## config.mk

```make
export PLATFORM = sky130hd
export DESIGN_NAME = mss_datapath
export DESIGN_NICKNAME = d
export VERILOG_FILES = /design/src/design/mss_pkg.sv /design/src/design/mss_datapath.sv
export SDC_FILE = /design/constraint.sdc
export NUM_CORES = 2
export LEC_CHECK = 0
export BUFFER_PORTS_ARGS = -buffer_cell sky130_fd_sc_hd__buf_4
export CAP_MARGIN = 20
export CORE_AREA = 2 2 297 299
export DETAILED_ROUTE_END_ITERATION = 12
export DIE_AREA = 0 0 299 301
export GPL_TIMING_DRIVEN = 0
export HOLD_SLACK_MARGIN = 0.15
export PLACE_DENSITY = 0.48
export SYNTH_ARGS = -nofsm -noshare
export SYNTH_HDL_FRONTEND = slang
export SYNTH_SLANG_ARGS = --single-unit
```

## constraint.sdc

```tcl
create_clock -name clk_sys -period 17.9 [get_ports clk_sys]
set_clock_uncertainty 0.1 [all_clocks]
set_input_delay 3.58 -clock clk_sys [delete_from_list [all_inputs] [get_ports clk_sys]]
set_output_delay 3.58 -clock clk_sys [all_outputs]
set_load 0.005 [all_outputs]
```

## src/design/mss_pkg.sv

```systemverilog
// Shared constants, modes and carriers of the multiply-accumulate and store datapath
package mss_pkg;

    localparam int DATA_W   = 16;
    localparam int MUL_W    = 17;
    localparam int PRODX_W  = 34;
    localparam int PROD_W   = 32;
    localparam int ACC_W    = 40;
    localparam int SUM_W    = 41;
    localparam int SHX_W    = 72;
    localparam int NACC     = 4;
    localparam int SEL_W    = 2;
    localparam int CNT6_W   = 6;
    localparam int AMT_W    = 7;
    localparam int STORE_HI = 31;
    localparam int STORE_LO = 16;
    localparam int RND_LO   = 15;
    localparam int NARROW_SIGN = 31;

    // Product saturation
    localparam logic signed [MUL_W-1:0]  MUL_MIN  = 17'h18000;
    localparam logic        [PROD_W-1:0] PROD_SAT = 32'h7FFFFFFF;

    // Rounding
    localparam logic [SUM_W-1:0] RND_ADD  = 41'h00000008000;
    localparam logic [SUM_W-1:0] RND_MASK = 41'h1FFFFFF0000;
    localparam logic [DATA_W-1:0] RND_TIE = 16'h8000;

    // Accumulator saturation limits
    localparam logic [ACC_W-1:0] ACC_POS40 = 40'h7FFFFFFFFF;
    localparam logic [ACC_W-1:0] ACC_NEG40 = 40'h8000000000;
    localparam logic [ACC_W-1:0] ACC_POS32 = 40'h007FFFFFFF;
    localparam logic [ACC_W-1:0] ACC_NEG32 = 40'hFF80000000;

    // Shift count limits
    localparam logic [DATA_W-1:0] SHIFT_MAX16 = 16'h001F;
    localparam logic [DATA_W-1:0] SHIFT_MIN16 = 16'hFFE0;
    localparam logic [CNT6_W-1:0] WRAP_LO     = 6'h20;
    localparam logic [CNT6_W-1:0] WRAP_HI     = 6'h2F;
    localparam logic [CNT6_W-1:0] WRAP_ADD    = 6'h10;

    // Store saturation limits
    localparam logic [SHX_W-1:0] SAT_POS72 = 72'h00000000007FFFFFFF;
    localparam logic [SHX_W-1:0] SAT_NEG72 = 72'hFFFFFFFFFF80000000;
    localparam logic [SHX_W-1:0] SAT_UNS72 = 72'h0000000000FFFFFFFF;
    localparam logic [PROD_W-1:0] SAT32_POS = 32'h7FFFFFFF;
    localparam logic [PROD_W-1:0] SAT32_NEG = 32'h80000000;
    localparam logic [PROD_W-1:0] SAT32_UNS = 32'hFFFFFFFF;

    typedef enum logic [2:0] {
        MSS_OP_MAC_STORE = 3'b001,
        MSS_OP_MAS_MEM   = 3'b010,
        MSS_OP_MAS_COEF  = 3'b100
    } mss_op_t;

    typedef struct packed {
        logic fractional_mode;
        logic product_saturation_mode;
        logic rounding_method;
        logic wide_overflow_mode;
        logic accumulator_saturation_enable;
        logic sign_extension_mode;
        logic store_saturation_mode;
        logic legacy_compat_mode;
    } mss_mode_t;

    typedef struct packed {
        logic             valid;
        mss_op_t          op;
        logic [SEL_W-1:0] dest_sel;
        logic             round_req;
        logic             local_wide;
        logic             uns_a;
        logic             uns_b;
        logic             t3_copy;
        logic             store_sat_req;
        logic             store_uns_req;
    } mss_req_t;

endpackage

```

## src/design/mss_datapath.sv

```systemverilog
// Multiply-accumulate / multiply-subtract datapath with parallel shifted accumulator store
module mss_datapath
    import mss_pkg::*;
(
    input  wire logic              clk_sys,
    input  wire logic              srst,
    input  wire mss_mode_t         mode,
    input  wire mss_req_t          req,
    input  wire logic [ACC_W-1:0]  src_acc,
    input  wire logic [ACC_W-1:0]  store_acc,
    input  wire logic [DATA_W-1:0] temp_operand,
    input  wire logic [DATA_W-1:0] mem_x,
    input  wire logic [DATA_W-1:0] mem_y,
    input  wire logic [DATA_W-1:0] shift_count_register,
    input  wire logic [NACC-1:0]   ovf_clear,
    output logic                   result_valid,
    output logic [SEL_W-1:0]       result_sel,
    output logic [ACC_W-1:0]       dest_acc,
    output logic                   acc_overflow,
    output logic [NACC-1:0]        dest_overflow_flag,
    output logic                   store_valid,
    output logic [DATA_W-1:0]      store_data,
    output logic                   t3_load,
    output logic [DATA_W-1:0]      third_temp_register
);

    logic                    result_valid_reg;
    logic [SEL_W-1:0]        result_sel_reg;
    logic [ACC_W-1:0]        dest_acc_reg;
    logic                    acc_overflow_reg;
    logic [NACC-1:0]         dest_overflow_flag_reg;
    logic [NACC-1:0]         dest_overflow_flag_next;
    logic                    store_valid_reg;
    logic [DATA_W-1:0]       store_data_reg;
    logic                    t3_load_reg;
    logic [DATA_W-1:0]       third_temp_reg;

    logic signed [MUL_W-1:0]   mul_a;
    logic signed [MUL_W-1:0]   mul_b;
    logic signed [PRODX_W-1:0] prod_raw;
    logic        [PRODX_W-1:0] prod_shifted;
    logic                      prod_sat_hit;
    logic        [PROD_W-1:0]  prod32;
    logic        [ACC_W-1:0]   prod40;
    logic                      is_sub;
    logic                      wide_eff;
    logic        [SUM_W-1:0]   sum41;
    logic                      rnd_tie_hold;
    logic        [SUM_W-1:0]   rnd41;
    logic                      ovf_c;
    logic        [ACC_W-1:0]   acc_next;

    logic        [DATA_W-1:0]  clamp16;
    logic        [CNT6_W-1:0]  cnt6;
    logic signed [AMT_W-1:0]   sh_amt;
    logic        [AMT_W-1:0]   sh_mag;
    logic                      sat_eff;
    logic                      uns_eff;
    logic signed [SHX_W-1:0]   ext72;
    logic signed [SHX_W-1:0]   shifted;
    logic        [PROD_W-1:0]  store32;

    // Memory operand extension for the dual-memory subtract form
    function automatic logic signed [MUL_W-1:0] ext17(
        input logic [DATA_W-1:0] d,
        input logic              uns,
        input logic              sx
    );
        ext17 = (uns || !sx) ? {1'b0, d} : {d[DATA_W-1], d};
    endfunction

    // Multiplier operand selection
    always_comb begin
        mul_a  = {temp_operand[DATA_W-1], temp_operand};
        mul_b  = {mem_x[DATA_W-1], mem_x};
        is_sub = 1'b0;
        unique case (req.op)
            MSS_OP_MAC_STORE: begin
                mul_a  = {temp_operand[DATA_W-1], temp_operand};
                mul_b  = {mem_x[DATA_W-1], mem_x};
                is_sub = 1'b0;
            end
            MSS_OP_MAS_MEM: begin
                mul_a  = ext17(mem_x, req.uns_a, mode.sign_extension_mode);
                mul_b  = ext17(mem_y, req.uns_b, mode.sign_extension_mode);
                is_sub = 1'b1;
            end
            MSS_OP_MAS_COEF: begin
                mul_a  = {mem_x[DATA_W-1], mem_x};
                mul_b  = {mem_y[DATA_W-1], mem_y};
                is_sub = 1'b1;
            end
            default: begin
                mul_a  = {temp_operand[DATA_W-1], temp_operand};
                mul_b  = {mem_x[DATA_W-1], mem_x};
                is_sub = 1'b0;
            end
        endcase
    end

    // Product, fractional doubling and product saturation
    always_comb begin
        prod_raw     = mul_a * mul_b;
        prod_shifted = mode.fractional_mode ? {prod_raw[PRODX_W-2:0], 1'b0}
                                            : prod_raw;
        // Of sign-extended operands, only min-times-min can leave the signed 32-bit range here
        prod_sat_hit = mode.product_saturation_mode && mode.fractional_mode
                       && (mul_a == MUL_MIN) && (mul_b == MUL_MIN);
        prod32       = prod_sat_hit ? PROD_SAT : prod_shifted[PROD_W-1:0];
        prod40       = {{(ACC_W-PROD_W){prod32[PROD_W-1]}}, prod32};
    end

    // Accumulate, round, overflow check and saturation
    always_comb begin
        wide_eff = mode.wide_overflow_mode || req.local_wide;
        if (is_sub) begin
            sum41 = {src_acc[ACC_W-1], src_acc} - {prod40[ACC_W-1], prod40};
        end else begin
            sum41 = {src_acc[ACC_W-1], src_acc} + {prod40[ACC_W-1], prod40};
        end
        // Method one rounds ties to even; method zero always adds half an LSB
        rnd_tie_hold = mode.rounding_method && (sum41[DATA_W-1:0] == RND_TIE)
                       && !sum41[STORE_LO];
        if (req.round_req) begin
            rnd41 = (rnd_tie_hold ? sum41 : (sum41 + RND_ADD)) & RND_MASK;
        end else begin
            rnd41 = sum41;
        end
        if (wide_eff) begin
            ovf_c = rnd41[SUM_W-1] != rnd41[ACC_W-1];
        end else begin
            ovf_c = !((&rnd41[SUM_W-1:NARROW_SIGN]) || !(|rnd41[SUM_W-1:NARROW_SIGN]));
        end
        acc_next = rnd41[ACC_W-1:0];
        if (ovf_c && mode.accumulator_saturation_enable) begin
            if (wide_eff) begin
                acc_next = rnd41[SUM_W-1] ? ACC_NEG40 : ACC_POS40;
            end else begin
                acc_next = rnd41[SUM_W-1] ? ACC_NEG32 : ACC_POS32;
            end
        end
    end

    // Shift count: clamp, or six-bit legacy count with modulo wrap
    always_comb begin
        if ($signed(shift_count_register) > $signed(SHIFT_MAX16)) begin
            clamp16 = SHIFT_MAX16;
        end else if ($signed(shift_count_register) < $signed(SHIFT_MIN16)) begin
            clamp16 = SHIFT_MIN16;
        end else begin
            clamp16 = shift_count_register;
        end
        cnt6 = shift_count_register[CNT6_W-1:0];
        if (cnt6 >= WRAP_LO && cnt6 <= WRAP_HI) begin
            cnt6 = CNT6_W'(cnt6 + WRAP_ADD);
        end
        if (mode.legacy_compat_mode) begin
            sh_amt = {cnt6[CNT6_W-1], cnt6};
        end else begin
            sh_amt = clamp16[AMT_W-1:0];
        end
        sh_mag = sh_amt[AMT_W-1] ? AMT_W'(-sh_amt) : sh_amt;
    end

    // Store path shifter and store saturation
    always_comb begin
        sat_eff = req.store_sat_req;
        uns_eff = req.store_uns_req;
        if (mode.legacy_compat_mode && mode.store_saturation_mode) begin
            sat_eff = 1'b1;
            uns_eff = !mode.sign_extension_mode;
        end
        // Value sampled from the store operand port, never from the update path
        if (uns_eff || !mode.sign_extension_mode) begin
            ext72 = {{(SHX_W-ACC_W){1'b0}}, store_acc};
        end else begin
            ext72 = {{(SHX_W-ACC_W){store_acc[ACC_W-1]}}, store_acc};
        end
        shifted = sh_amt[AMT_W-1] ? (ext72 >>> sh_mag) : (ext72 <<< sh_mag);
        store32 = shifted[PROD_W-1:0];
        if (sat_eff) begin
            if (uns_eff) begin
                if (shifted > $signed(SAT_UNS72)) begin
                    store32 = SAT32_UNS;
                end
            end else if (shifted > $signed(SAT_POS72)) begin
                store32 = SAT32_POS;
            end else if (shifted < $signed(SAT_NEG72)) begin
                store32 = SAT32_NEG;
            end
        end
    end

    // Destination accumulator result
    always_ff @(posedge clk_sys) begin
        if (srst) begin
            result_valid_reg <= 1'b0;
            result_sel_reg   <= '0;
            dest_acc_reg     <= '0;
            acc_overflow_reg <= 1'b0;
        end else begin
            result_valid_reg <= req.valid;
            acc_overflow_reg <= req.valid && ovf_c;
            if (req.valid) begin
                result_sel_reg <= req.dest_sel;
                dest_acc_reg   <= acc_next;
            end
        end
    end

    // Sticky overflow flags; a new overflow wins over a same-cycle clear
    always_comb begin
        dest_overflow_flag_next = dest_overflow_flag_reg & ~ovf_clear;
        if (req.valid && ovf_c) begin
            dest_overflow_flag_next[req.dest_sel] = 1'b1;
        end
    end

    always_ff @(posedge clk_sys) begin
        if (srst) begin
            dest_overflow_flag_reg <= '0;
        end else begin
            dest_overflow_flag_reg <= dest_overflow_flag_next;
        end
    end

    // Parallel store of the shifted high half
    always_ff @(posedge clk_sys) begin
        if (srst) begin
            store_valid_reg <= 1'b0;
            store_data_reg  <= '0;
        end else begin
            store_valid_reg <= req.valid && (req.op == MSS_OP_MAC_STORE);
            if (req.valid && (req.op == MSS_OP_MAC_STORE)) begin
                store_data_reg <= store32[STORE_HI:STORE_LO];
            end
        end
    end

    // Third temporary register copy
    always_ff @(posedge clk_sys) begin
        if (srst) begin
            t3_load_reg    <= 1'b0;
            third_temp_reg <= '0;
        end else begin
            t3_load_reg <= req.valid && req.t3_copy;
            if (req.valid && req.t3_copy) begin
                third_temp_reg <= mem_x;
            end
        end
    end

    assign result_valid        = result_valid_reg;
    assign result_sel          = result_sel_reg;
    assign dest_acc            = dest_acc_reg;
    assign acc_overflow        = acc_overflow_reg;
    assign dest_overflow_flag  = dest_overflow_flag_reg;
    assign store_valid         = store_valid_reg;
    assign store_data          = store_data_reg;
    assign t3_load             = t3_load_reg;
    assign third_temp_register = third_temp_reg;
endmodule

```

== After elaboration in Yosys (flattened, before gate mapping) ==
Index checks and enable logic that the tools add are counted.

* Flip-flop bits (word level): 82
* Input bits: 171
* Output and inout port bits: 82
* Logic and storage cells: 92

* Add/sub/neg operators: 5
* Multiply operators: 1
* Order comparisons: 9
* Equal/unequal tests: 7
* Shifts and indexed selects: 2
* Mux-type cells: 32
* Bitwise logic cells: 3
* Reduce and logical (&&, ||, !) cells: 24

{| class="wikitable"
|+ Operators with widths
! kind !! number
|-
| $mux 32 || 7
|-
| $mux 40 || 4
|-
| $mux 72 || 2
|-
| $mux 41 || 3
|-
| $gt 72x32->1 const B || 1
|-
| $gt 72x33->1 const B || 1
|-
| $lt 72x32->1 const B || 1
|-
| $sshl 72x7->72 || 1
|-
| $sshr 72x7->72 || 1
|-
| $pmux 17 s2 || 2
|-
| $add 40x32->41 || 1
|-
| $add 41x16->41 const B || 1
|-
| $sub 40x32->41 || 1
|-
| $eq 17x16->1 const B || 2
|-
| $mux 17 || 2
|-
| $mul 17x17->32 || 1
|-
| $mux 7 || 4
|-
| $eq 16x16->1 const B || 1
|-
| $gt 16x6->1 const B || 1
|-
| $lt 16x6->1 const B || 1
|-
| $logic_and 1x1->1 || 12
|-
| $reduce_and 10->1 || 1
|-
| $reduce_or 10->1 || 1
|-
| $neg 7->7 || 1
|-
| other kinds (19) || 30
|}

== Logic depth before layout (Yosys ltp) ==
* Depth in word-level cells: 22
* Gate-level depth with buffers: 59
* Mapped depth without buffers: 51

== Worst setup path before layout ==
No wires, ideal clock.

* Path type: input port to flip-flop
* From: input req[11] in the netlist's numbering
* To: register dest_acc_reg[21] (netlist: dest_acc[21])
* Setup time: 0.079 ns
* Arrival: 16.517 ns
* Required time: 17.721 ns
* Slack: 1.204 ns
* Stages on the path: 52
* Path buffers: 7
* Cell sequence: xnor2_1 > clkbuf_1 > nor2_1 > clkbuf_1 > clkbuf_1 > nand2_1 > nand2_1 > clkbuf_1 > nand2_1 > fa_1 > inv_1 > fa_1 > inv_1 > fa_1 > inv_1 > fa_1 > fa_1 > inv_1 > [16 not listed] > or3_1 > o32a_1 > or2_1 > o211a_1 > or4_4 > nor4b_4 > and4b_1 > nand4_1 > xnor2_1 > xnor2_2 > ha_1 > nor2b_1 > o21bai_1 > o221ai_4 > or3_1 > buf_2 > buf_2 > o211ai_1

* Word-level cells in the longest chain between the ends: 20
* Elaborated cells between the ends (all ways): 35
* Classes of those cells: add/sub: 3; mul: 1; eq/ne: 6; mux: 13; reduce/logical: 12

{| class="wikitable"
|+ RTL lines
! element !! line !! text
|-
| from (decl) || mss_datapath.sv:8 || <nowiki>input wire mss_req_t req,</nowiki>
|-
| branches (longest 7 deep; another with $add 40x32->41) || n/a ||
|-
| $mux 41 (*) || mss_datapath.sv:116 || <nowiki>if (is_sub) begin</nowiki>
|-
| branches (longest 4 deep; another with $add 41x16->41) || n/a ||
|-
| $mux 41 (*) || mss_datapath.sv:124 || <nowiki>if (req.round_req) begin</nowiki>
|-
| $reduce_or 10->1 || mss_datapath.sv:132 || <nowiki>ovf_c = !((&rnd41[SUM_W-1:NARROW_SIGN]) || !(|rnd41[SUM_W-1:NARROW_SIGN]));</nowiki>
|-
| $logic_not 1->1 || mss_datapath.sv:132 ||
|-
| $logic_or 1x1->1 || mss_datapath.sv:132 ||
|-
| $logic_not 1->1 || mss_datapath.sv:132 ||
|-
| $mux 1 || mss_datapath.sv:129 || <nowiki>if (wide_eff) begin</nowiki>
|-
| $logic_and 1x1->1 || mss_datapath.sv:135 || <nowiki>if (ovf_c && mode.accumulator_saturation_enable) begin</nowiki>
|-
| $mux 40 (*) || mss_datapath.sv:135 ||
|-
| to (signal assigned) || mss_datapath.sv:206 || <nowiki>dest_acc_reg <= acc_next;</nowiki>
|-
| to (decl) || mss_datapath.sv:29 || <nowiki>logic [ACC_W-1:0] dest_acc_reg;</nowiki>
|}

Every way passes the cells marked *.
A chain may end at the register's enable or synchronous reset.

== Final worst setup path ==
* From: input req[9] in the netlist's numbering
* To: register dest_acc_reg[14] (netlist: dest_acc[14])

Same word-level chain as after synthesis.

==> metrics.cfg <==
[synthesis]
syn_inst = 3578
synth_seq_cells = 82
synth_top_area_share_pct = 21.9
async_flop_share_pct = 0
syn_area_mm2 = 0.0258
ys_warn_count = 0
syn_nets = 4161
synth_area_leaders = fa_1, nand2_1, dfxtp_1
synth_edf_count = 0
yosys_most_used_dff = dfxtp_1
synth-seq-area-share_pct = 6.36
ys_types = 100
synth_top_area_cell = fa_1
syn_avg_cell_area_um2 = 7.22

[sta]
tightest_slew_ns = 1.08
fmax_mhz = 57.5
post-route-period-util_pct = 97.1
setup_viol = 0
finalHoldViolations = 0
slew-limit-headroom_pct = 27.5
grt_setup_unrepaired = no
period_needed_ns = 17.38
finalMaxSlewViolations = 0

[setup_path]
start_kind = primary input
r2r_start = store_data[7]
criticalPathCategory = primary input to flip-flop
crit_top_cell = fa_1
crit_path_start = req[9]
worstSetupEndpointType = flip-flop
rr_worst_depth = 2
slowest_stage = or4b_2
critPathMaxStageDelay_ns = 0.66
worstPathArrival_ns = 17.56
crit_path_max_fanout = 10
worst_ep_required_time_ns = 18.07

[clock_network]
clock_sinks = 82
cts-root-buf = clkbuf_16
cts_buffer_depth = 2
numCtsBuffers = 9
clkLatencyLatePin_ns = 0.35
path_clk_slew_ns = 0.06
cts_max_level = 3
cts_tree = yes

[final_layout]
synthToLayoutAreaGrowth_pct = 16.3
fin_cells = 5006
largest_reg_flops = 40
finish.instance_area_mm2 = 0.0300
fin_nets = 4428
drive_gt1_share_pct = 11.9
final_core_util_pct = 34.7

[grt]
gr-total-overflow = 0
antenna_found_initial = 2
track_usage_pct = 26.8
grt_max_degree = 15
grt_pass1_wl_um = 183000
grt_pass1_vias = 27998

[min_path]
hp-start = third_temp_register[0]
hp-class = flip-flop to flip-flop
worstHoldPathCells = 2

[drt]
viasPerCell = 5.66
vias = 28345
first_iter_violations = 2642
first_pass_iters = 7
finalWirelength_um = 123000
wl_per_cell_um = 24.6
detail-route-antenna-nets = 0
drt_drc_violations_left = 0

[floorplanning]
dieArea_mm2 = 0.0900
ios = 253
initial_core_util_pct = 29.9
rows = 108
die_h_um = 301
die-width_um = 299
core_mm2 = 0.0865

[placement]
dp_hpwl_um = 103000
placedCellCount = 4982
portBuffers = 247
place_area_mm2 = 0.0292
place_congestion = 0.990

[outcome]
status = finished clean

[flow_run]
max_cap_viol_count = 0

## path summary, 6_finish.rpt
check / end / slack (ns)
min reg2reg: third_temp_register[0] / 0.35
max: dest_acc[14] / 0.52
max reg2reg: store_data[7] / 16.84
min: third_temp_register[0] / 0.35
## metrics by stage
| step | hold slack, ns | setup slack, ns | setup TNS, ns |
|---|---|---|---|
| finish | 0.355 | 0.517 | 0 |
| global route | 0.376 | 0.0194 | 0 |
| CTS | 0.360 | 0.0212 | 0 |
| detailed placement | 0.350 | -2.05 | -83.94 |
| global placement | 0.346 | -2.57 | -107.77 |
| floorplan | 0.347 | 1.20 | 0 |
## synthesized netlist by cell type (all sizes together), types with 18 or more instances
| master | instances |
|---|---|
| nor3 | 70 |
| a211oi | 69 |
| a21oi | 192 |
| o22ai | 55 |
| nand4 | 35 |
| a31oi | 28 |
| or2 | 18 |
| o21ai | 216 |
| a21o | 28 |
| fa | 283 |
| ha | 129 |
| inv | 379 |
| xor2 | 32 |
| o21a | 26 |
| nand2b | 29 |
| o2111ai | 18 |
| and3 | 26 |
| nor4 | 26 |
| dfxtp | 82 |
| nand3 | 125 |
| o211ai | 125 |
| xnor2 | 73 |
| mux2i | 118 |
| clkbuf | 170 |
| or3 | 20 |
| and2 | 39 |
| nor2 | 397 |
| nand2 | 441 |
| buf | 52 |
## cells by family after synthesis
group	after synthesis	synth area share [%]
fa+ha+maj	412	28.2
simple gates	1306	23.5
xor+xnor	105	3.59
mux	126	4.94
buf+inv	603	9.04
flops	82	6.36
compound gates	944	24.4
## critical path, delay by kind of cell
| family | cells | cell delay (ns) |
|---|---|---|
| compound gates | 10 | 2.20 |
| fa+ha+maj | 9 | 3.83 |
| simple gates | 17 | 5.28 |
| xor+xnor | 3 | 0.74 |
| buf+inv | 12 | 1.89 |
## cells in the final DEF (no fill, tap or decap), types with 13 or more instances in the layout
master / netlist / layout
mux2i_1: 117 / 107
o21a_1: 26 / 26
o21ai_0: 205 / 201
a31oi_1: 27 / 27
inv_1: 377 / 376
dfxtp_1: 82 / 82
nand2b_1: 29 / 29
o2111ai_1: 18 / 18
nor4_1: 26 / 25
and3_1: 26 / 26
or3_1: 19 / 19
clkbuf_1: 170 / 140
and4_1: 17 / 17
a21oi_1: 191 / 186
o211ai_1: 125 / 125
nand4_1: 33 / 33
a21o_1: 28 / 28
buf_2: 27 / 26
nand3_1: 124 / 124
nor3_1: 67 / 64
o22ai_1: 55 / 55
xor2_1: 32 / 29
nand2_1: 440 / 430
ha_1: 129 / 125
buf_1: 17 / 17
or2_2: 13 / 13
a211oi_1: 59 / 57
buf_4: 6 / 272
fa_1: 283 / 282
and2_1: 39 / 39
nor2_1: 397 / 395
xnor2_1: 72 / 70
o31ai_1: 16 / 15
## per-layer routing
layer  part of all wire, %  routed length (um)  vias up  global-route usage [%]
met1                    43               53300    13809                    36.3
met3                   7.9                9730      214                    4.55
met2                    45               55400     1275                    43.1
li1                      -                   -    13045                       -
met5                0.0089                  11        -                       0
met4                   3.8                4630        2                    8.82
## final cells by class
cell class	instances	area, um^2
inverters	381	1430
clock inverters	5	62.6
clock buffers	11	243
plain buffers	212	948
diodes	1	2.50
repair buffers	266	2020
flip-flops and latches	82	1640
multi-input cells	2893	22200
fillers	9493	56500
well taps	1155	1450
## what timing repair did
action / 4_1_cts / 5_1_grt
setup endpoints to repair: 45 / 45
resized for setup: 63 / 65
pin swaps: 0 / 10
gates cloned: 0 / 0
buffers inserted: 4 / 12
hold buffers: 0 / 0
Power is left out: the tool's default activity adds up to more than one toggle a clock period on the data nets, which glitch-free logic cannot reach.
